--- src/pkg/sffc_pkg.sv ---
// package: layout, offsets, reset values and carriers of the frame format block
//
// Function
// - mode bit clear selects asynchronous framing, set selects clocked synchronous framing
// - asynchronous: length bit clear gives 8-bit characters, set gives 7-bit
// - 7-bit characters go lsb first; top bit of the holding byte is dropped
// - synchronous mode always uses 8-bit characters, length bit ignored
// - asynchronous with parity on: add parity bit on send, check it on receive
// - addressed framing disables parity generation and checking regardless of parity bits
// - active parity is even when sense bit is clear, odd when set
// - asynchronous send uses one stop bit, or two when stop bit set
// - receiver checks first stop bit only; low second stop starts next frame
// - asynchronous addressed framing adds an address/data indicator bit to each frame
// - prescaler codes 0..3 divide the clock by 1, 4, 16, 64; index exported
// - address wait drops indicator-0 frames silently, clears itself on indicator-1 frame
package sffc_pkg;
  localparam int DATA_W = 8;
  localparam int ADDR_W = 2;

  localparam logic [ADDR_W-1:0] OFF_MODE = 2'h0;
  localparam logic [ADDR_W-1:0] OFF_WAIT = 2'h1;
  localparam logic [ADDR_W-1:0] OFF_STAT = 2'h2;

  localparam int POS_WAIT_EN = 0;
  localparam int POS_STAT_PERR = 0;
  localparam int POS_STAT_FERR = 1;
  localparam int POS_STAT_MARK = 2;
  localparam int POS_STAT_WAIT = 3;

  localparam logic [DATA_W-1:0] MODE_RESET = 8'h00;
  localparam logic [DATA_W-1:0] MASK_7BIT = 8'h7F;
  localparam logic [DATA_W-1:0] MASK_8BIT = 8'hFF;
  localparam logic [3:0] LEN_7 = 4'h7;
  localparam logic [3:0] LEN_8 = 4'h8;
  localparam logic [1:0] STOP_1 = 2'h1;
  localparam logic [1:0] STOP_2 = 2'h2;

  // prescaler terminal counts, one less than the division ratio
  localparam int PRESC_W = 6;
  localparam logic [PRESC_W-1:0] PRESC_LIM_0 = 6'h00;
  localparam logic [PRESC_W-1:0] PRESC_LIM_1 = 6'h03;
  localparam logic [PRESC_W-1:0] PRESC_LIM_2 = 6'h0F;
  localparam logic [PRESC_W-1:0] PRESC_LIM_3 = 6'h3F;

  typedef enum logic {
    SFFC_ASYNC = 1'b0,
    SFFC_SYNC = 1'b1
  } sffc_comm_t;

  // bit 7 down to bit 0 of serial_format_mode
  typedef struct packed {
    sffc_comm_t comm_mode;
    logic char_length_select;
    logic parity_on;
    logic parity_odd_select;
    logic stop_length_select;
    logic addressed_framing_enable;
    logic prescaler_select_hi;
    logic prescaler_select_lo;
  } sffc_mode_t;

  typedef struct packed {
    logic sync_mode;
    logic [3:0] data_bits;
    logic parity_active;
    logic parity_odd;
    logic [1:0] stop_bits;
    logic addr_mode;
    logic [1:0] presc_idx;
  } sffc_cfg_t;

  typedef struct packed {
    logic load;
    logic [DATA_W-1:0] data;
    logic addr_mark;
  } sffc_tx_in_t;

  typedef struct packed {
    logic valid;
    logic [DATA_W-1:0] data;
    logic parity_en;
    logic parity_bit;
    logic addr_mark_en;
    logic addr_mark;
    logic [1:0] stop_bits;
  } sffc_tx_out_t;

  typedef struct packed {
    logic valid;
    logic [DATA_W-1:0] data;
    logic parity_bit;
    logic addr_mark;
    logic stop_bit;
  } sffc_rx_in_t;

  typedef struct packed {
    logic accept;
    logic discard;
    logic [DATA_W-1:0] data;
    logic parity_err;
    logic frame_err;
    logic addr_mark;
  } sffc_rx_out_t;

  localparam sffc_cfg_t CFG_RESET = '{sync_mode: 1'b0, data_bits: LEN_8,
      parity_active: 1'b0, parity_odd: 1'b0, stop_bits: STOP_1,
      addr_mode: 1'b0, presc_idx: 2'h0};
endpackage

--- src/rtl/sffc_prescaler.sv ---
// prescaler feeding the baud rate generator: divides the clock by 1, 4, 16 or 64
`timescale 1ns/1ps
module sffc_prescaler (
  input wire logic i_clock,
  input wire logic i_rstn,
  input wire logic [1:0] i_idx,
  output logic o_tick
);
  import sffc_pkg::*;

  typedef struct packed {
    logic [PRESC_W-1:0] cnt;
    logic [1:0] idx;
    logic tick;
  } sffc_presc_st_t;

  sffc_presc_st_t r;
  sffc_presc_st_t n;

  function automatic logic [PRESC_W-1:0] limit_of(input logic [1:0] idx);
    logic [PRESC_W-1:0] lim;
    unique case (idx)
      2'h0: lim = PRESC_LIM_0;
      2'h1: lim = PRESC_LIM_1;
      2'h2: lim = PRESC_LIM_2;
      2'h3: lim = PRESC_LIM_3;
    endcase
    return lim;
  endfunction

  always_comb begin
    n = r;
    n.idx = i_idx;
    // restart on a tap change so the first period is never a stale one
    if (i_idx != r.idx || r.cnt >= limit_of(i_idx)) begin
      n.cnt = '0;
    end else begin
      n.cnt = r.cnt + 6'h01;
    end
    n.tick = (i_idx == r.idx) && (r.cnt >= limit_of(i_idx));
  end

  always_ff @(posedge i_clock) begin
    if (!i_rstn) begin
      r <= '0;
    end else begin
      r <= n;
    end
  end

  assign o_tick = r.tick;

  property p_div4;
    @(posedge i_clock) disable iff (!i_rstn)
      (o_tick && i_idx == 2'h1 && $past(i_idx) == 2'h1) ##1 (i_idx == 2'h1) [*4] |->
        o_tick && !$past(o_tick);
  endproperty
  a_div4: assert property (p_div4) else $error("divide by 4 period wrong");

  property p_div1;
    @(posedge i_clock) disable iff (!i_rstn)
      (i_idx == 2'h0) [*2] |=> o_tick;
  endproperty
  a_div1: assert property (p_div1) else $error("divide by 1 missed a tick");
endmodule

--- src/rtl/sffc_frame_format.sv ---
// serial frame format configuration: mode register, framing decode, tx/rx frame shaping
//
// Decided for this implementation: the register offsets and the address-and-strobe port.
`timescale 1ns/1ps
module sffc_frame_format #(
  parameter int AW = sffc_pkg::ADDR_W
) (
  input wire logic i_clock,
  input wire logic i_rstn,
  input wire logic [AW-1:0] i_addr,
  input wire logic [sffc_pkg::DATA_W-1:0] i_wdata,
  input wire logic i_wr,
  input wire logic i_rd,
  output logic [sffc_pkg::DATA_W-1:0] o_rdata,
  input wire sffc_pkg::sffc_tx_in_t i_tx,
  output sffc_pkg::sffc_tx_out_t o_tx,
  input wire sffc_pkg::sffc_rx_in_t i_rx,
  output sffc_pkg::sffc_rx_out_t o_rx,
  output sffc_pkg::sffc_cfg_t o_cfg,
  output logic o_presc_tick
);
  import sffc_pkg::*;

  typedef struct packed {
    sffc_mode_t mode;
    logic wait_en;
    logic last_perr;
    logic last_ferr;
    logic last_addr_mark;
    sffc_cfg_t cfg;
    sffc_tx_out_t tx;
    sffc_rx_out_t rx;
    logic [DATA_W-1:0] rdata;
  } sffc_st_t;

  localparam sffc_st_t ST_RESET = '{mode: sffc_mode_t'(MODE_RESET), wait_en: 1'b0,
      last_perr: 1'b0, last_ferr: 1'b0, last_addr_mark: 1'b0, cfg: CFG_RESET,
      tx: '0, rx: '0, rdata: '0};

  sffc_st_t r;
  sffc_st_t n;
  logic skip;
  logic wait_hit;
  logic [DATA_W-1:0] rx_data;

  // the whole format follows from the stored mode byte
  function automatic sffc_cfg_t decode_cfg(input sffc_mode_t m);
    sffc_cfg_t c;
    c.sync_mode = (m.comm_mode == SFFC_SYNC);
    if (c.sync_mode) begin
      c.data_bits = LEN_8;
    end else begin
      c.data_bits = m.char_length_select ? LEN_7 : LEN_8;
    end
    c.addr_mode = !c.sync_mode && m.addressed_framing_enable;
    // addressed framing overrides both parity bits
    c.parity_active = !c.sync_mode && m.parity_on && !c.addr_mode;
    c.parity_odd = c.parity_active && m.parity_odd_select;
    c.stop_bits = (!c.sync_mode && m.stop_length_select) ? STOP_2 : STOP_1;
    c.presc_idx = {m.prescaler_select_hi, m.prescaler_select_lo};
    return c;
  endfunction

  function automatic logic [DATA_W-1:0] len_mask(input sffc_cfg_t c);
    return (c.data_bits == LEN_7) ? MASK_7BIT : MASK_8BIT;
  endfunction

  // even sense makes the total count of ones even
  function automatic logic parity_of(input logic [DATA_W-1:0] d, input logic odd);
    return (^d) ^ odd;
  endfunction

  always_comb begin
    n = r;
    skip = 1'b0;
    wait_hit = 1'b0;
    rx_data = i_rx.data & len_mask(r.cfg);
    n.rdata = '0;
    n.cfg = decode_cfg(r.mode);

    // transmit side: shape the holding byte into frame fields
    n.tx.valid = i_tx.load;
    if (i_tx.load) begin
      n.tx.data = i_tx.data & len_mask(r.cfg);
      n.tx.parity_en = r.cfg.parity_active;
      n.tx.parity_bit = r.cfg.parity_active &&
          parity_of(i_tx.data & len_mask(r.cfg), r.cfg.parity_odd);
      n.tx.addr_mark_en = r.cfg.addr_mode;
      n.tx.addr_mark = r.cfg.addr_mode && i_tx.addr_mark;
      n.tx.stop_bits = r.cfg.stop_bits;
    end

    // receive side: one-cycle pulses; a skipped frame raises only the discard pulse
    n.rx.accept = 1'b0;
    n.rx.discard = 1'b0;
    n.rx.parity_err = 1'b0;
    n.rx.frame_err = 1'b0;
    if (i_rx.valid) begin
      skip = r.cfg.addr_mode && r.wait_en && !i_rx.addr_mark;
      wait_hit = r.cfg.addr_mode && r.wait_en && i_rx.addr_mark;
      if (skip) begin
        n.rx.discard = 1'b1;
      end else begin
        n.rx.accept = 1'b1;
        n.rx.data = rx_data;
        n.rx.addr_mark = r.cfg.addr_mode && i_rx.addr_mark;
        n.rx.parity_err = r.cfg.parity_active &&
            (i_rx.parity_bit != parity_of(rx_data, r.cfg.parity_odd));
        // only the first stop bit counts; a second low one is the next start
        n.rx.frame_err = !r.cfg.sync_mode && !i_rx.stop_bit;
        n.last_perr = n.rx.parity_err;
        n.last_ferr = n.rx.frame_err;
        n.last_addr_mark = n.rx.addr_mark;
      end
      if (wait_hit) begin
        n.wait_en = 1'b0;
      end
    end

    // a software write in the same cycle outranks the automatic clear
    if (i_wr) begin
      unique case (i_addr)
        OFF_MODE: n.mode = sffc_mode_t'(i_wdata);
        OFF_WAIT: n.wait_en = i_wdata[POS_WAIT_EN];
        default: n.mode = r.mode;
      endcase
    end

    // reads only copy state out
    if (i_rd) begin
      unique case (i_addr)
        OFF_MODE: n.rdata = r.mode;
        OFF_WAIT: n.rdata[POS_WAIT_EN] = r.wait_en;
        OFF_STAT: begin
          n.rdata[POS_STAT_PERR] = r.last_perr;
          n.rdata[POS_STAT_FERR] = r.last_ferr;
          n.rdata[POS_STAT_MARK] = r.last_addr_mark;
          n.rdata[POS_STAT_WAIT] = r.wait_en;
        end
        default: n.rdata = '0;
      endcase
    end
  end

  always_ff @(posedge i_clock) begin
    if (!i_rstn) begin
      r <= ST_RESET;
    end else begin
      r <= n;
    end
  end

  sffc_prescaler u_presc (
    .i_clock(i_clock),
    .i_rstn(i_rstn),
    .i_idx(r.cfg.presc_idx),
    .o_tick(o_presc_tick)
  );

  assign o_rdata = r.rdata;
  assign o_tx = r.tx;
  assign o_rx = r.rx;
  assign o_cfg = r.cfg;

  property p_mode_sel;
    @(posedge i_clock) disable iff (!i_rstn)
      ##1 o_cfg.sync_mode == ($past(r.mode.comm_mode) == SFFC_SYNC);
  endproperty
  a_mode_sel: assert property (p_mode_sel) else $error("framing mode not from mode bit");

  property p_async_len;
    @(posedge i_clock) disable iff (!i_rstn)
      (r.mode.comm_mode == SFFC_ASYNC) |=>
        o_cfg.data_bits == ($past(r.mode.char_length_select) ? LEN_7 : LEN_8);
  endproperty
  a_async_len: assert property (p_async_len) else $error("async length wrong");

  property p_tx_top_drop;
    @(posedge i_clock) disable iff (!i_rstn)
      (i_tx.load && r.cfg.data_bits == LEN_7) |=> o_tx.valid && !o_tx.data[DATA_W-1];
  endproperty
  a_tx_top_drop: assert property (p_tx_top_drop) else $error("7-bit top bit sent");

  property p_sync_len;
    @(posedge i_clock) disable iff (!i_rstn)
      o_cfg.sync_mode |-> o_cfg.data_bits == LEN_8 && !o_cfg.parity_active;
  endproperty
  a_sync_len: assert property (p_sync_len) else $error("sync mode not plain 8 bits");

  property p_tx_parity;
    @(posedge i_clock) disable iff (!i_rstn)
      (i_tx.load && r.cfg.parity_active) |=>
        o_tx.parity_en && o_tx.parity_bit == ((^o_tx.data) ^ $past(r.cfg.parity_odd));
  endproperty
  a_tx_parity: assert property (p_tx_parity) else $error("tx parity bit wrong");

  property p_addr_no_parity;
    @(posedge i_clock) disable iff (!i_rstn)
      (r.mode.addressed_framing_enable && r.mode.comm_mode == SFFC_ASYNC) |=>
        !o_cfg.parity_active ##1 !(o_rx.parity_err || (o_tx.valid && o_tx.parity_en));
  endproperty
  a_addr_no_parity: assert property (p_addr_no_parity) else $error("parity on addr");

  property p_rx_parity;
    @(posedge i_clock) disable iff (!i_rstn)
      (i_rx.valid && !skip && r.cfg.parity_active && r.cfg.parity_odd &&
        ((^rx_data) == i_rx.parity_bit)) |=> o_rx.accept && o_rx.parity_err;
  endproperty
  a_rx_parity: assert property (p_rx_parity) else $error("odd parity error missed");

  property p_stop_len;
    @(posedge i_clock) disable iff (!i_rstn)
      (r.mode.stop_length_select && r.mode.comm_mode == SFFC_ASYNC) |=>
        o_cfg.stop_bits == STOP_2;
  endproperty
  a_stop_len: assert property (p_stop_len) else $error("two stop bits not set");

  property p_stop_first;
    @(posedge i_clock) disable iff (!i_rstn)
      (i_rx.valid && !skip && i_rx.stop_bit) |=> o_rx.accept && !o_rx.frame_err;
  endproperty
  a_stop_first: assert property (p_stop_first) else $error("good stop flagged");

  property p_skip;
    @(posedge i_clock) disable iff (!i_rstn)
      (i_rx.valid && r.cfg.addr_mode && r.wait_en && !i_rx.addr_mark) |=>
        o_rx.discard && !o_rx.accept && !o_rx.parity_err && !o_rx.frame_err;
  endproperty
  a_skip: assert property (p_skip) else $error("indicator-0 frame not dropped");

  property p_wait_clear;
    @(posedge i_clock) disable iff (!i_rstn)
      (i_rx.valid && r.cfg.addr_mode && r.wait_en && i_rx.addr_mark && !i_wr) |=>
        !r.wait_en && o_rx.accept;
  endproperty
  a_wait_clear: assert property (p_wait_clear) else $error("address wait not cleared");

  property p_read_mode;
    @(posedge i_clock) disable iff (!i_rstn)
      (i_rd && i_addr == OFF_MODE) |=> o_rdata == $past(r.mode) && $stable(r.mode);
  endproperty
  a_read_mode: assert property (p_read_mode) else $error("mode read wrong");

  property p_reset_out;
    @(posedge i_clock)
      !i_rstn |=> o_cfg == CFG_RESET && o_rdata == '0 && !o_tx.valid && !o_rx.accept &&
        !o_rx.discard && !o_presc_tick;
  endproperty
  a_reset_out: assert property (p_reset_out) else $error("outputs not cleared");

  property p_read_idle;
    @(posedge i_clock) disable iff (!i_rstn)
      !i_rd |=> o_rdata == '0;
  endproperty
  a_read_idle: assert property (p_read_idle) else $error("read data left standing");

  property p_presc_idx;
    @(posedge i_clock) disable iff (!i_rstn)
      ##1 o_cfg.presc_idx == $past({r.mode.prescaler_select_hi, r.mode.prescaler_select_lo});
  endproperty
  a_presc_idx: assert property (p_presc_idx) else $error("prescaler index wrong");

  property p_tx_8bit;
    @(posedge i_clock) disable iff (!i_rstn)
      (i_tx.load && r.cfg.data_bits == LEN_8) |=>
        o_tx.valid && o_tx.data == $past(i_tx.data);
  endproperty
  a_tx_8bit: assert property (p_tx_8bit) else $error("8-bit byte altered");

  property p_addr_cfg;
    @(posedge i_clock) disable iff (!i_rstn)
      (r.mode.addressed_framing_enable && r.mode.comm_mode == SFFC_ASYNC) |=>
        o_cfg.addr_mode;
  endproperty
  a_addr_cfg: assert property (p_addr_cfg) else $error("addressed framing not on");

  property p_tx_mark;
    @(posedge i_clock) disable iff (!i_rstn)
      (i_tx.load && r.cfg.addr_mode) |=>
        o_tx.addr_mark_en && o_tx.addr_mark == $past(i_tx.addr_mark);
  endproperty
  a_tx_mark: assert property (p_tx_mark) else $error("indicator bit not sent");

  property p_tx_no_mark;
    @(posedge i_clock) disable iff (!i_rstn)
      (i_tx.load && !r.cfg.addr_mode) |=> !o_tx.addr_mark_en && !o_tx.addr_mark;
  endproperty
  a_tx_no_mark: assert property (p_tx_no_mark) else $error("stray indicator bit");

  property p_rx_even;
    @(posedge i_clock) disable iff (!i_rstn)
      (i_rx.valid && !skip && r.cfg.parity_active && !r.cfg.parity_odd &&
        ((^rx_data) != i_rx.parity_bit)) |=> o_rx.accept && o_rx.parity_err;
  endproperty
  a_rx_even: assert property (p_rx_even) else $error("even parity error missed");

  property p_rx_no_parity;
    @(posedge i_clock) disable iff (!i_rstn)
      (i_rx.valid && !r.cfg.parity_active) |=> !o_rx.parity_err;
  endproperty
  a_rx_no_parity: assert property (p_rx_no_parity) else $error("parity checked while off");

  property p_sync_no_ferr;
    @(posedge i_clock) disable iff (!i_rstn)
      (i_rx.valid && r.cfg.sync_mode) |=> !o_rx.frame_err;
  endproperty
  a_sync_no_ferr: assert property (p_sync_no_ferr) else $error("framing error in sync");
endmodule

--- config.mk ---
export PLATFORM = sky130hd
export DESIGN_NAME = sffc_frame_format
export DESIGN_NICKNAME = d
export VERILOG_FILES = /design/src/pkg/sffc_pkg.sv /design/src/rtl/sffc_prescaler.sv /design/src/rtl/sffc_frame_format.sv
export SDC_FILE = /design/constraint.sdc
export NUM_CORES = 1
export LEC_CHECK = 0
export BUFFER_PORTS_ARGS = -buffer_cell sky130_fd_sc_hd__buf_4
export CAP_MARGIN = 20
export CORE_AREA = 8 8 97 99
export CTS_BUF_LIST = sky130_fd_sc_hd__clkbuf_8
export DETAILED_ROUTE_END_ITERATION = 10
export DIE_AREA = 0 0 105 107
export PLACE_DENSITY = 0.62
export RECOVER_POWER = 100
export REMOVE_ABC_BUFFERS = 1
export SLEW_MARGIN = 0
export SYNTH_ARGS = -nofsm -noshare
export SYNTH_HDL_FRONTEND = slang
export SYNTH_SLANG_ARGS = --single-unit
--- constraint.sdc ---
create_clock -name i_clock -period 2.4 [get_ports i_clock]
set_input_delay 0.36 -clock i_clock [delete_from_list [all_inputs] [get_ports i_clock]]
set_output_delay 0.36 -clock i_clock [all_outputs]
set_load 0.01 [all_outputs]
* Yosys cells after proc, flatten, opt, wreduce, memory -nomap -nowiden
Index checks and enable logic that the tools add are counted.
** Cells by class
- $add $sub $neg :: 1
- Order comparisons :: 1
- Equality and inequality tests :: 9
- Mux-type cells :: 13
- Bitwise logic cells :: 7
- Reductions and logical operators :: 32
** Operators by type and width (number)
- 6-bit one-hot mux with 4 select lines :: 1
- 8-bit bitwise AND :: 2
- 8-bit parity :: 2
- 1-bit logical AND :: 14
- 4-bit 2-to-1 mux :: 2
- 8-bit 2-to-1 mux :: 1
- 2-bit AND reduction :: 4
- 6-bit by 1-bit adder with 6-bit output (second input constant) :: 1
- 2-bit equality test (second input constant) :: 3
- 6-bit greater-or-equal comparator :: 1
- 3-bit one-hot mux with 2 select lines :: 1
- 1-bit logical NOT :: 5
- 1-bit 2-to-1 mux :: 5
- 2-bit by 1-bit equality test with 1-bit output (second input constant) :: 2
- 4-bit by 3-bit equality test with 1-bit output (second input constant) :: 1
- 2-bit logical NOT :: 2
- 2-bit OR reduction :: 2
- 3-bit 2-to-1 mux :: 1
- 1-bit NOT :: 3
- 1-bit one-hot mux with 3 select lines :: 1
- 3-bit AND reduction :: 1
- 3-bit OR reduction :: 1
- 2-bit equality test :: 1
- 2-bit 2-to-1 mux :: 1
- other kinds (4) :: 5
** Word-level totals
- Flip-flop bits (word level) :: 68
- Input port bits :: 36
- Output and inout port bits :: 49
- Logic and storage cells :: 99

* Depth between registers and ports, before layout
Gate-level depths: netlist (run 1).
- Word-level depth :: 11
- Depth in mapped cells :: 7
- Gate-level depth less buffers :: 7

* By module
A second synthesis (run 1) with hierarchy kept.
** Second synthesis, totals
- Cells, all modules :: 284
- Area, all modules :: 2935.3 um^2
** Modules (own cells, without submodules)
- sffc_frame_format :: times used 1, cells each 233, area an instance 2451.1 um^2, sequential area each 1141.1 um^2
- sffc_prescaler :: times used 1, cells each 51, area an instance 484.2 um^2, sequential area each 180.2 um^2

* Worst setup path before layout (run 1)
OpenSTA, ideal clock, no wires.
- Kind :: reg-to-reg
- From :: register r (netlist bit o_cfg[0])
- To :: register u_presc.r[5] (netlist name)
- Library setup time :: 128 ps
- Arrival time :: 1534 ps
- Data required time :: 2272 ps
- Setup slack :: 738 ps
- Cell stages (with the launch flop) :: 8
- Buffers on the path :: 0
- Clock period less this slack :: 1662 ps
- Cell sequence :: dfxtp_1 -> or2_2 -> ha_1 -> nand2b_1 -> a21oi_1 -> o21a_1 -> o21ai_1 -> nor2_1
** On the way
- Longest elaborated chain between the ends :: 5
- Elaborated cells on any way between the ends :: 9
- Those cells by class :: 1 x order compare; 4 x eq/ne; 1 x mux; 3 x reduce/logical
** Ends and longest elaborated chain
- start: declaration :: RTL line sffc_frame_format.sv:40 : sffc_st_t r;
- start signal: assignment :: RTL line sffc_frame_format.sv:149 : r <= n;
- 2-bit equality test, or another cell as far along :: RTL line sffc_prescaler.sv:22 : unique case (idx)
- 6-bit one-hot mux with 4 select lines :: RTL line sffc_prescaler.sv:22
- 6-bit greater-or-equal comparator :: RTL line sffc_prescaler.sv:35 : if (i_idx != r.idx || r.cnt >= limit_of(i_idx)) begin
- 1-bit logical OR * :: RTL line sffc_prescaler.sv:35
- 2-bit OR reduction (no line) *
- end signal: assignment :: RTL line sffc_prescaler.sv:47 : r <= n;
- end: declaration :: RTL line sffc_prescaler.sv:17 : sffc_presc_st_t r;
Every way passes the cells marked *; elsewhere a longest branch is shown, timed or not.
A chain may end at the register's enable or synchronous reset.

* Worst setup path after layout (run 1)
- From :: register r (netlist bit o_cfg[0])
- To :: register u_presc.r[6] (netlist name)
The elaborated chain is that of the path after synthesis.

==> results of run 1 <==
area by class of cell:
type / instances / area, um^2 / area share, %
clock inverters: 7 / 93.8 / 2.83
inverters: 6 / 22.5 / 0.680
multi-input cells: 159 / 1170 / 35.3
flip-flops and latches: 66 / 1320 / 39.9
clock buffers: 9 / 124 / 3.74
repair buffers: 87 / 450 / 13.6
well taps: 105 / 131 / 3.97
where the power goes:
| group | internal, mW | switching, mW | total (mW) |
|---|---|---|---|
| clock network | 0.582 | 0.425 | 1.01 |
| logic | 0.122 | 0.106 | 0.227 |
| registers | 1.13 | 0.0195 | 1.15 |
| total | 1.83 | 0.550 | 2.38 |
placed cells by master (no fill, tap or decap):
cell type   Yosys  layout
a21boi_0        4       5
a21o_1          3       3
a21oi_1         2       2
a22o_1          8       8
and2_0          0       8
and2_1         14       6
and3_1          2       2
and3b_1         1       1
buf_4          48      33
bufinv_16       0       2
clkbuf_1        4      54
clkbuf_8        0       9
clkinv_2        0       2
clkinv_4        0       1
clkinvlp_4      0       2
dfxtp_1        66      66
ha_1            7       7
inv_1           6       6
mux2i_1        24      24
nand2_1        12      12
nand2b_1        4       4
nand3_1         9       9
nand3b_1        3       3
nand4b_1        1       1
nor2_1         13      13
nor2b_1        21      21
nor3b_1         2       2
o21a_1          1       1
o21ai_1         1       1
o21ba_2         1       1
o22ai_1         2       2
or2_2           1       1
or3b_4          1       1
xnor2_1        17      17
xnor3_1         1       1
xor2_1          3       3
through the flow:
stage / utilization, % / std cells
after floorplan: - / 231
after global placement: 41.6 / 423
after detailed placement: 41.6 / 423
after CTS: 44.3 / 439
after global routing: 41.8 / 439
final: 41.8 / 439
routing by layer:
| layer | track usage, % | vias to the layer above | wire length, um |
|---|---|---|---|
| met1 | 13.3 | 886 | 2900 |
| met5 | 0 | - | 0 |
| met4 | 4.89 | 0 | 43 |
| met2 | 16.5 | 55 | 2740 |
| li1 | - | 984 | - |
| met3 | 4.56 | 4 | 466 |
synth_stat cells, drive strengths merged (4+ instances only):
| master | n | area, um^2 |
|---|---|---|
| a21boi | 5 | 37.5 |
| dfxtp | 66 | 1320 |
| buf | 53 | 384 |
| nor2 | 13 | 48.8 |
| inv | 6 | 22.5 |
| xnor2 | 17 | 149 |
| clkbuf | 4 | 15.0 |
| ha | 7 | 87.6 |
| nand2 | 12 | 45.0 |
| a22o | 8 | 70.1 |
| nand3 | 9 | 45.0 |
| mux2i | 24 | 240 |
| nand2b | 4 | 25.0 |
| nor2b | 21 | 131 |
| and2 | 14 | 87.6 |
worst register-to-register path: cells and delay by family, from the launching register on:
kind | cells | cell delay, ns
AOI/OAI and AO/OA | 3 | 0.58
and+or+nand+nor | 3 | 0.50
DFF | 1 | 0.35
adders and majority gates | 1 | 0.27
registers in the layout, indices dropped and copies added (netlist names):
name and cells:
n 3, o_cfg 10, o_rdata 8, o_rx 13, o_tx 15, r 8, u_presc.o_tick 1, u_presc.r 8
cell families after synthesis:
family / after synthesis
AO/OA/AOI/OAI: 23
XOR/XNOR: 21
adder cells (fa/ha/maj): 7
buffers and inverters: 63
flip-flops: 66
multiplexers: 24
AND/OR/NAND/NOR: 84
worst max path at each step:
stage / from / end / slack [ns] / cells after the start
after CTS: o_cfg[1]$_SDFF_PN0_ / u_presc.r[6]$_SDFF_PP0_ / 0.57 / 7
after detailed placement: o_cfg[0]$_SDFF_PN0_ / u_presc.r[8]$_SDFF_PP0_ / 0.58 / 7
after global routing: o_cfg[2]$_SDFF_PN0_ / o_rx[3]$_SDFFE_PN0P_ / 0.43 / 4
after global placement: o_cfg[0]$_SDFF_PN0_ / u_presc.r[5]$_SDFF_PP0_ / 0.62 / 7
after floorplan: i_addr[1] / n[36]$_SDFFE_PN0P_ / 0.69 / 3
final: o_cfg[0]$_SDFF_PN0_ / u_presc.r[6]$_SDFF_PP0_ / 0.58 / 7
==> results.cfg, run 1 <==
[routing]
drt_first_pass_iters = 4
drt-initial-drc-count = 28
vias = 1929
wl_um = 6150
drtAntennaViolNets = 0
via_per_inst = 4.39
drc = 0
wire_per_inst_um = 14.0

[timing]
max_freq_ghz = 0.550
hold_viol_final = 0
slew_violations = 0
final-setup-viol-count = 0
worstMarginPinSlew_ns = 0.988
rsz0062_at_grt = false
slew_headroom_pct = 34.1
finClkSkew_ns = 0.00428
layout_min_cycle_time_ns = 1.82
setup_ws_ns = 0.581
setup_tns_ns = 0
timing.final.crit_share_pct = 75.8
holdWs_ns = 0.211

[pwr]
cellPowerDensity_mw_per_mm2 = 719
power.total_mw = 2.38
leakage_nw = 1.33
peakVddDrop_uv = 305

[critical_path]
critPathBufInv = 0
path_max_fanout = 6
cp_slowest_cell = dfxtp_1
required_ns = 2.61
r2r-end = u_presc.r[6]$_SDFF_PP0_
reg2reg_setup_slack_ns = 0.58
crit_arrival_ns = 2.02
path_cells = or2_2 > ha_1 > nand2b_1 > a21oi_1 > o21a_1 > o21ai_1 > nor2_1
r2r-start = o_cfg[0]$_SDFF_PN0_
end_kind = flop
crit_type = reg -> reg
rr_worst_depth = 7
cpPeakStageDelay_ns = 0.35
cp-start-kind = flop
crit_family = compound AO/OA/AOI/OAI gates

[placed_design]
placed_area_mm2 = 0.00330
pre_cts_slack_ns = 0.580
portBuffers = 84
place_congestion = 0.756
hpwl_um = 4700

[logic_synthesis]
syn_area_per_cell_um2 = 10.1
async_flop_share_pct = 0
synth-xor-area-share_pct = 6.79
yosysUniqueCellTypes = 33
synth_compound_area_share_pct = 6.02
syn-cell-area_mm2 = 0.00291
synth_top_family_by_area = simple AND/OR/NAND/NOR gates
yosys_warnings = 0
synth_enable_flop_cells = 0
synth_fa_ha_area_share_pct = 3.01
muxShareOfSynthArea_pct = 8.25
yosysSeqAreaShare_pct = 45.4
synth_cells = 288
synthSimpleGateAreaFrac_pct = 16.1
synth-seq-cells = 66
synth_ff_type = dfxtp_1

[floorplanning]
num_io_pins = 85
die_y_um = 107
die_width_um = 105
core-area_mm2 = 0.00793
rows = 33
initial_core_util_pct = 36.7
die_area_mm2 = 0.0112

[clocking]
clock_latency_ns = 0.33
postCtsHoldBufs = 0
cts_tree = built
ctsHtreeMaxLevel = 3
root_buffer = clkbuf_8
clock_sinks = 66
post_cts_buffers = 0
clockBufferDepth = 2
cts_resized = 0
path_clk_slew_ns = 0.07
cts_buffers = 9

[grt]
grtUsageTotal_pct = 10.9
grt_pass1_vias = 2005
grt_overflow = 0
grt_pass1_wl_um = 9830
antenna_found_initial = 0
grt_max_degree = 38

[status]
status = finished clean

[worst_hold_path]
hp-start = i_rx[0]
hold_class = in -> reg
hold_path_depth = 2
holdPathEnd = o_rx[1]$_SDFF_PP0_

[final_layout]
fin_area_mm2 = 0.00331
fillers = 837
area_growth_syn_to_layout_pct = 13.8
drive_gt1_share_pct = 15.6
fin_nets = 372
n_antenna_cell = 0

[run]
maxCapViolations = 0
No activity file was read; power rests on OpenSTA's default activity.
==> run 2: changes to the inputs <==
--- a/config.mk
+++ b/config.mk
@@ -11,7 +11,7 @@
 export CTS_BUF_LIST = sky130_fd_sc_hd__clkbuf_8
 export DETAILED_ROUTE_END_ITERATION = 10
 export DIE_AREA = 0 0 105 107
-export PLACE_DENSITY = 0.62
+export PLACE_DENSITY = 0.64
 export RECOVER_POWER = 100
 export REMOVE_ABC_BUFFERS = 1
 export SLEW_MARGIN = 0
==> constraint.sdc (replaced) <==
create_clock -name i_clock -period 1.55 [get_ports i_clock]
set_input_delay 0.2325 -clock i_clock [delete_from_list [all_inputs] [get_ports i_clock]]
set_output_delay 0.2325 -clock i_clock [all_outputs]
set_load 0.01 [all_outputs]
==> run 2 against run 1 <==
  * The flow now finishes with violations (negative setup slack)
  * Setup slack worse by 0.62 ns
  * Total power is 49% higher
  * Critical path depth stayed put
  * Via count is 1.4% higher
  * Utilization is 1.1 points higher
  * Clock power is 39% higher
  * First-iteration DRC count is 110% higher
  * Die area stayed put
  * Largest power group unchanged
==> results.cfg, run 2 (synthesis results as in run 1) <==
[status]
status = finished, violations left
violations = negative setup slack

[clocking]
clock_latency_ns = 0.33
ctsHtreeMaxLevel = 3
cts_tree = built
clockBufferDepth = 2
clock_sinks = 66
root_buffer = clkbuf_8
post_cts_buffers = 0
path_clk_slew_ns = 0.07
cts_buffers = 9

[critical_path]
path_cells = or2_4 > ha_4 > nand2b_4 > a21oi_2 > o21a_1 > o21ai_4 > nor2_1
r2r-start = o_cfg[0]$_SDFF_PN0_
crit_arrival_ns = 1.82
required_ns = 1.78
cp-start-kind = flop
crit_family = compound AO/OA/AOI/OAI gates
critPathBufInv = 0
rr_worst_depth = 7
reg2reg_setup_slack_ns = -0.04
cpPeakStageDelay_ns = 0.32
end_kind = flop
crit_type = reg -> reg
cp_slowest_cell = dfxtp_2
r2r-end = u_presc.r[4]$_SDFF_PP0_
path_max_fanout = 6

[timing]
max_freq_ghz = 0.628
hold_viol_final = 0
finClkSkew_ns = 0.00391
slew_violations = 0
setup_ws_ns = -0.0425
timing.final.crit_share_pct = 103
rsz0062_at_grt = true
setup_tns_ns = -0.202
layout_min_cycle_time_ns = 1.59
slew_headroom_pct = 33.8
worstMarginPinSlew_ns = 0.994
final-setup-viol-count = 7

[routing]
wl_met1_um = 2650
via_per_inst = 4.37
wl_met2_um = 3080
drc = 0
wl_um = 6230
drt_first_pass_iters = 3
top_layer = met4
drt-initial-drc-count = 59
vias = 1956
wl_met3_um = 440
drtAntennaViolNets = 0
wire_per_inst_um = 13.9

[floorplanning]
initial_core_util_pct = 36.7
num_io_pins = 85
die_area_mm2 = 0.0112
rows = 33
core-area_mm2 = 0.00793
die_width_um = 105
die_y_um = 107

[grt]
grt_overflow = 0
grt_pass1_vias = 2103
grt_max_degree = 18
grtUsageTotal_pct = 11.7
grt_pass1_wl_um = 10400
antenna_found_initial = 0

[placed_design]
place_congestion = 0.733
placed_area_mm2 = 0.00336
portBuffers = 84
hpwl_um = 4940
pre_cts_slack_ns = -0.267

[pwr]
peakVddDrop_uv = 444
cellPowerDensity_mw_per_mm2 = 1040
leakage_nw = 1.39

[worst_hold_path]
hold_class = in -> reg
hold_path_depth = 2
hp-start = i_rx[0]
holdPathEnd = o_rx[1]$_SDFF_PP0_

[final_layout]
n_antenna_cell = 0
mostFrequentLayoutCells = dfxtp_1, clkbuf_1, buf_4, mux2i_1, nor2b_1
drive_gt1_share_pct = 18.7
fin_nets = 381
fillers = 839
largest_register_ffs = 15
final_common_cell = dfxtp_1
area_growth_syn_to_layout_pct = 16.7
fin_area_mm2 = 0.00340

[run]
maxCapViolations = 0
==> run 2: changes by cell type in the layout (fill, tap and decap cells not counted), moves of 2 or more <==
cell        delta
and2_0         -4
and2_1         +4
buf_4          +5
bufinv_16      -2
clkbuf_2       +2
clkbuf_8       +5
clkinvlp_4     -2
==> run 2: worst max-delay path by stage <==
stage                              startpoint                      end  slack, ns  cells after the start
final                     o_cfg[0]$_SDFF_PN0_  u_presc.r[4]$_SDFF_PP0_      -0.04                      7
after global routing      o_cfg[0]$_SDFF_PN0_  u_presc.r[5]$_SDFF_PP0_      -0.11                      7
after global placement    o_cfg[0]$_SDFF_PN0_  u_presc.r[8]$_SDFF_PP0_      -0.19                      7
after detailed placement  o_cfg[0]$_SDFF_PN0_  u_presc.r[6]$_SDFF_PP0_      -0.27                      7
after floorplan           o_cfg[0]$_SDFF_PN0_  u_presc.r[5]$_SDFF_PP0_      -0.15                      7
after CTS                 o_cfg[0]$_SDFF_PN0_  u_presc.r[8]$_SDFF_PP0_      -0.03                      7
==> run 2: metrics by stage <==
| step | cells | util (%) | hold slack (ns) | total power [mW] |
|---|---|---|---|---|
| floorplan | 231 | - | 0.321 | 2.00 |
| global placement | 432 | 42.4 | 0.416 | 2.22 |
| detailed placement | 432 | 42.4 | 0.418 | 2.22 |
| CTS | 448 | 45.5 | 0.0503 | 3.65 |
| global route | 448 | 42.9 | 0.0615 | 3.73 |
| finish | 448 | 42.9 | 0.0731 | 3.55 |
==> run 2: worst reg2reg max path, stage by stage (launching register included) <==
cell	delay (ns)
dfxtp_2	0.32
or2_4	0.25
ha_4	0.26
nand2b_4	0.11
a21oi_2	0.04
o21a_1	0.20
o21ai_4	0.23
nor2_1	0.07
==> run 2: area by class of cell <==
cell class                      instances  area (um^2)  share of cell area, %
Tap cell                              105          131                   3.87
Sequential cell                        66         1320                   38.9
Inverter                                6         22.5                  0.663
Clock buffer                           14          193                   5.67
Clock inverter                          2         8.76                  0.258
Multi-Input combinational cell        159         1210                   35.5
Timing Repair Buffer                   96          513                   15.1
==> run 2: timing repair <==
action,CTS,global route
hold buffers,0,0
setup endpoints to repair,7,7
gates resized for setup,7,1
pin swaps,4,8
cloned,0,0
==> run 2: routing by layer <==
layer | track usage (%) | vias to the layer above
met5 | 0 | -
met4 | 4.28 | 0
met1 | 12.4 | 911
li1 | - | 994
met2 | 19.6 | 46
met3 | 5.70 | 5
==> run 2: power by group <==
group          leakage, nW  total (mW)  switching (mW)  internal, mW
Clock                0.110        1.40           0.607         0.792
Combinational        0.744       0.374           0.173         0.201
Sequential           0.538        1.77          0.0267          1.75
Total                 1.39        3.55           0.806          2.74
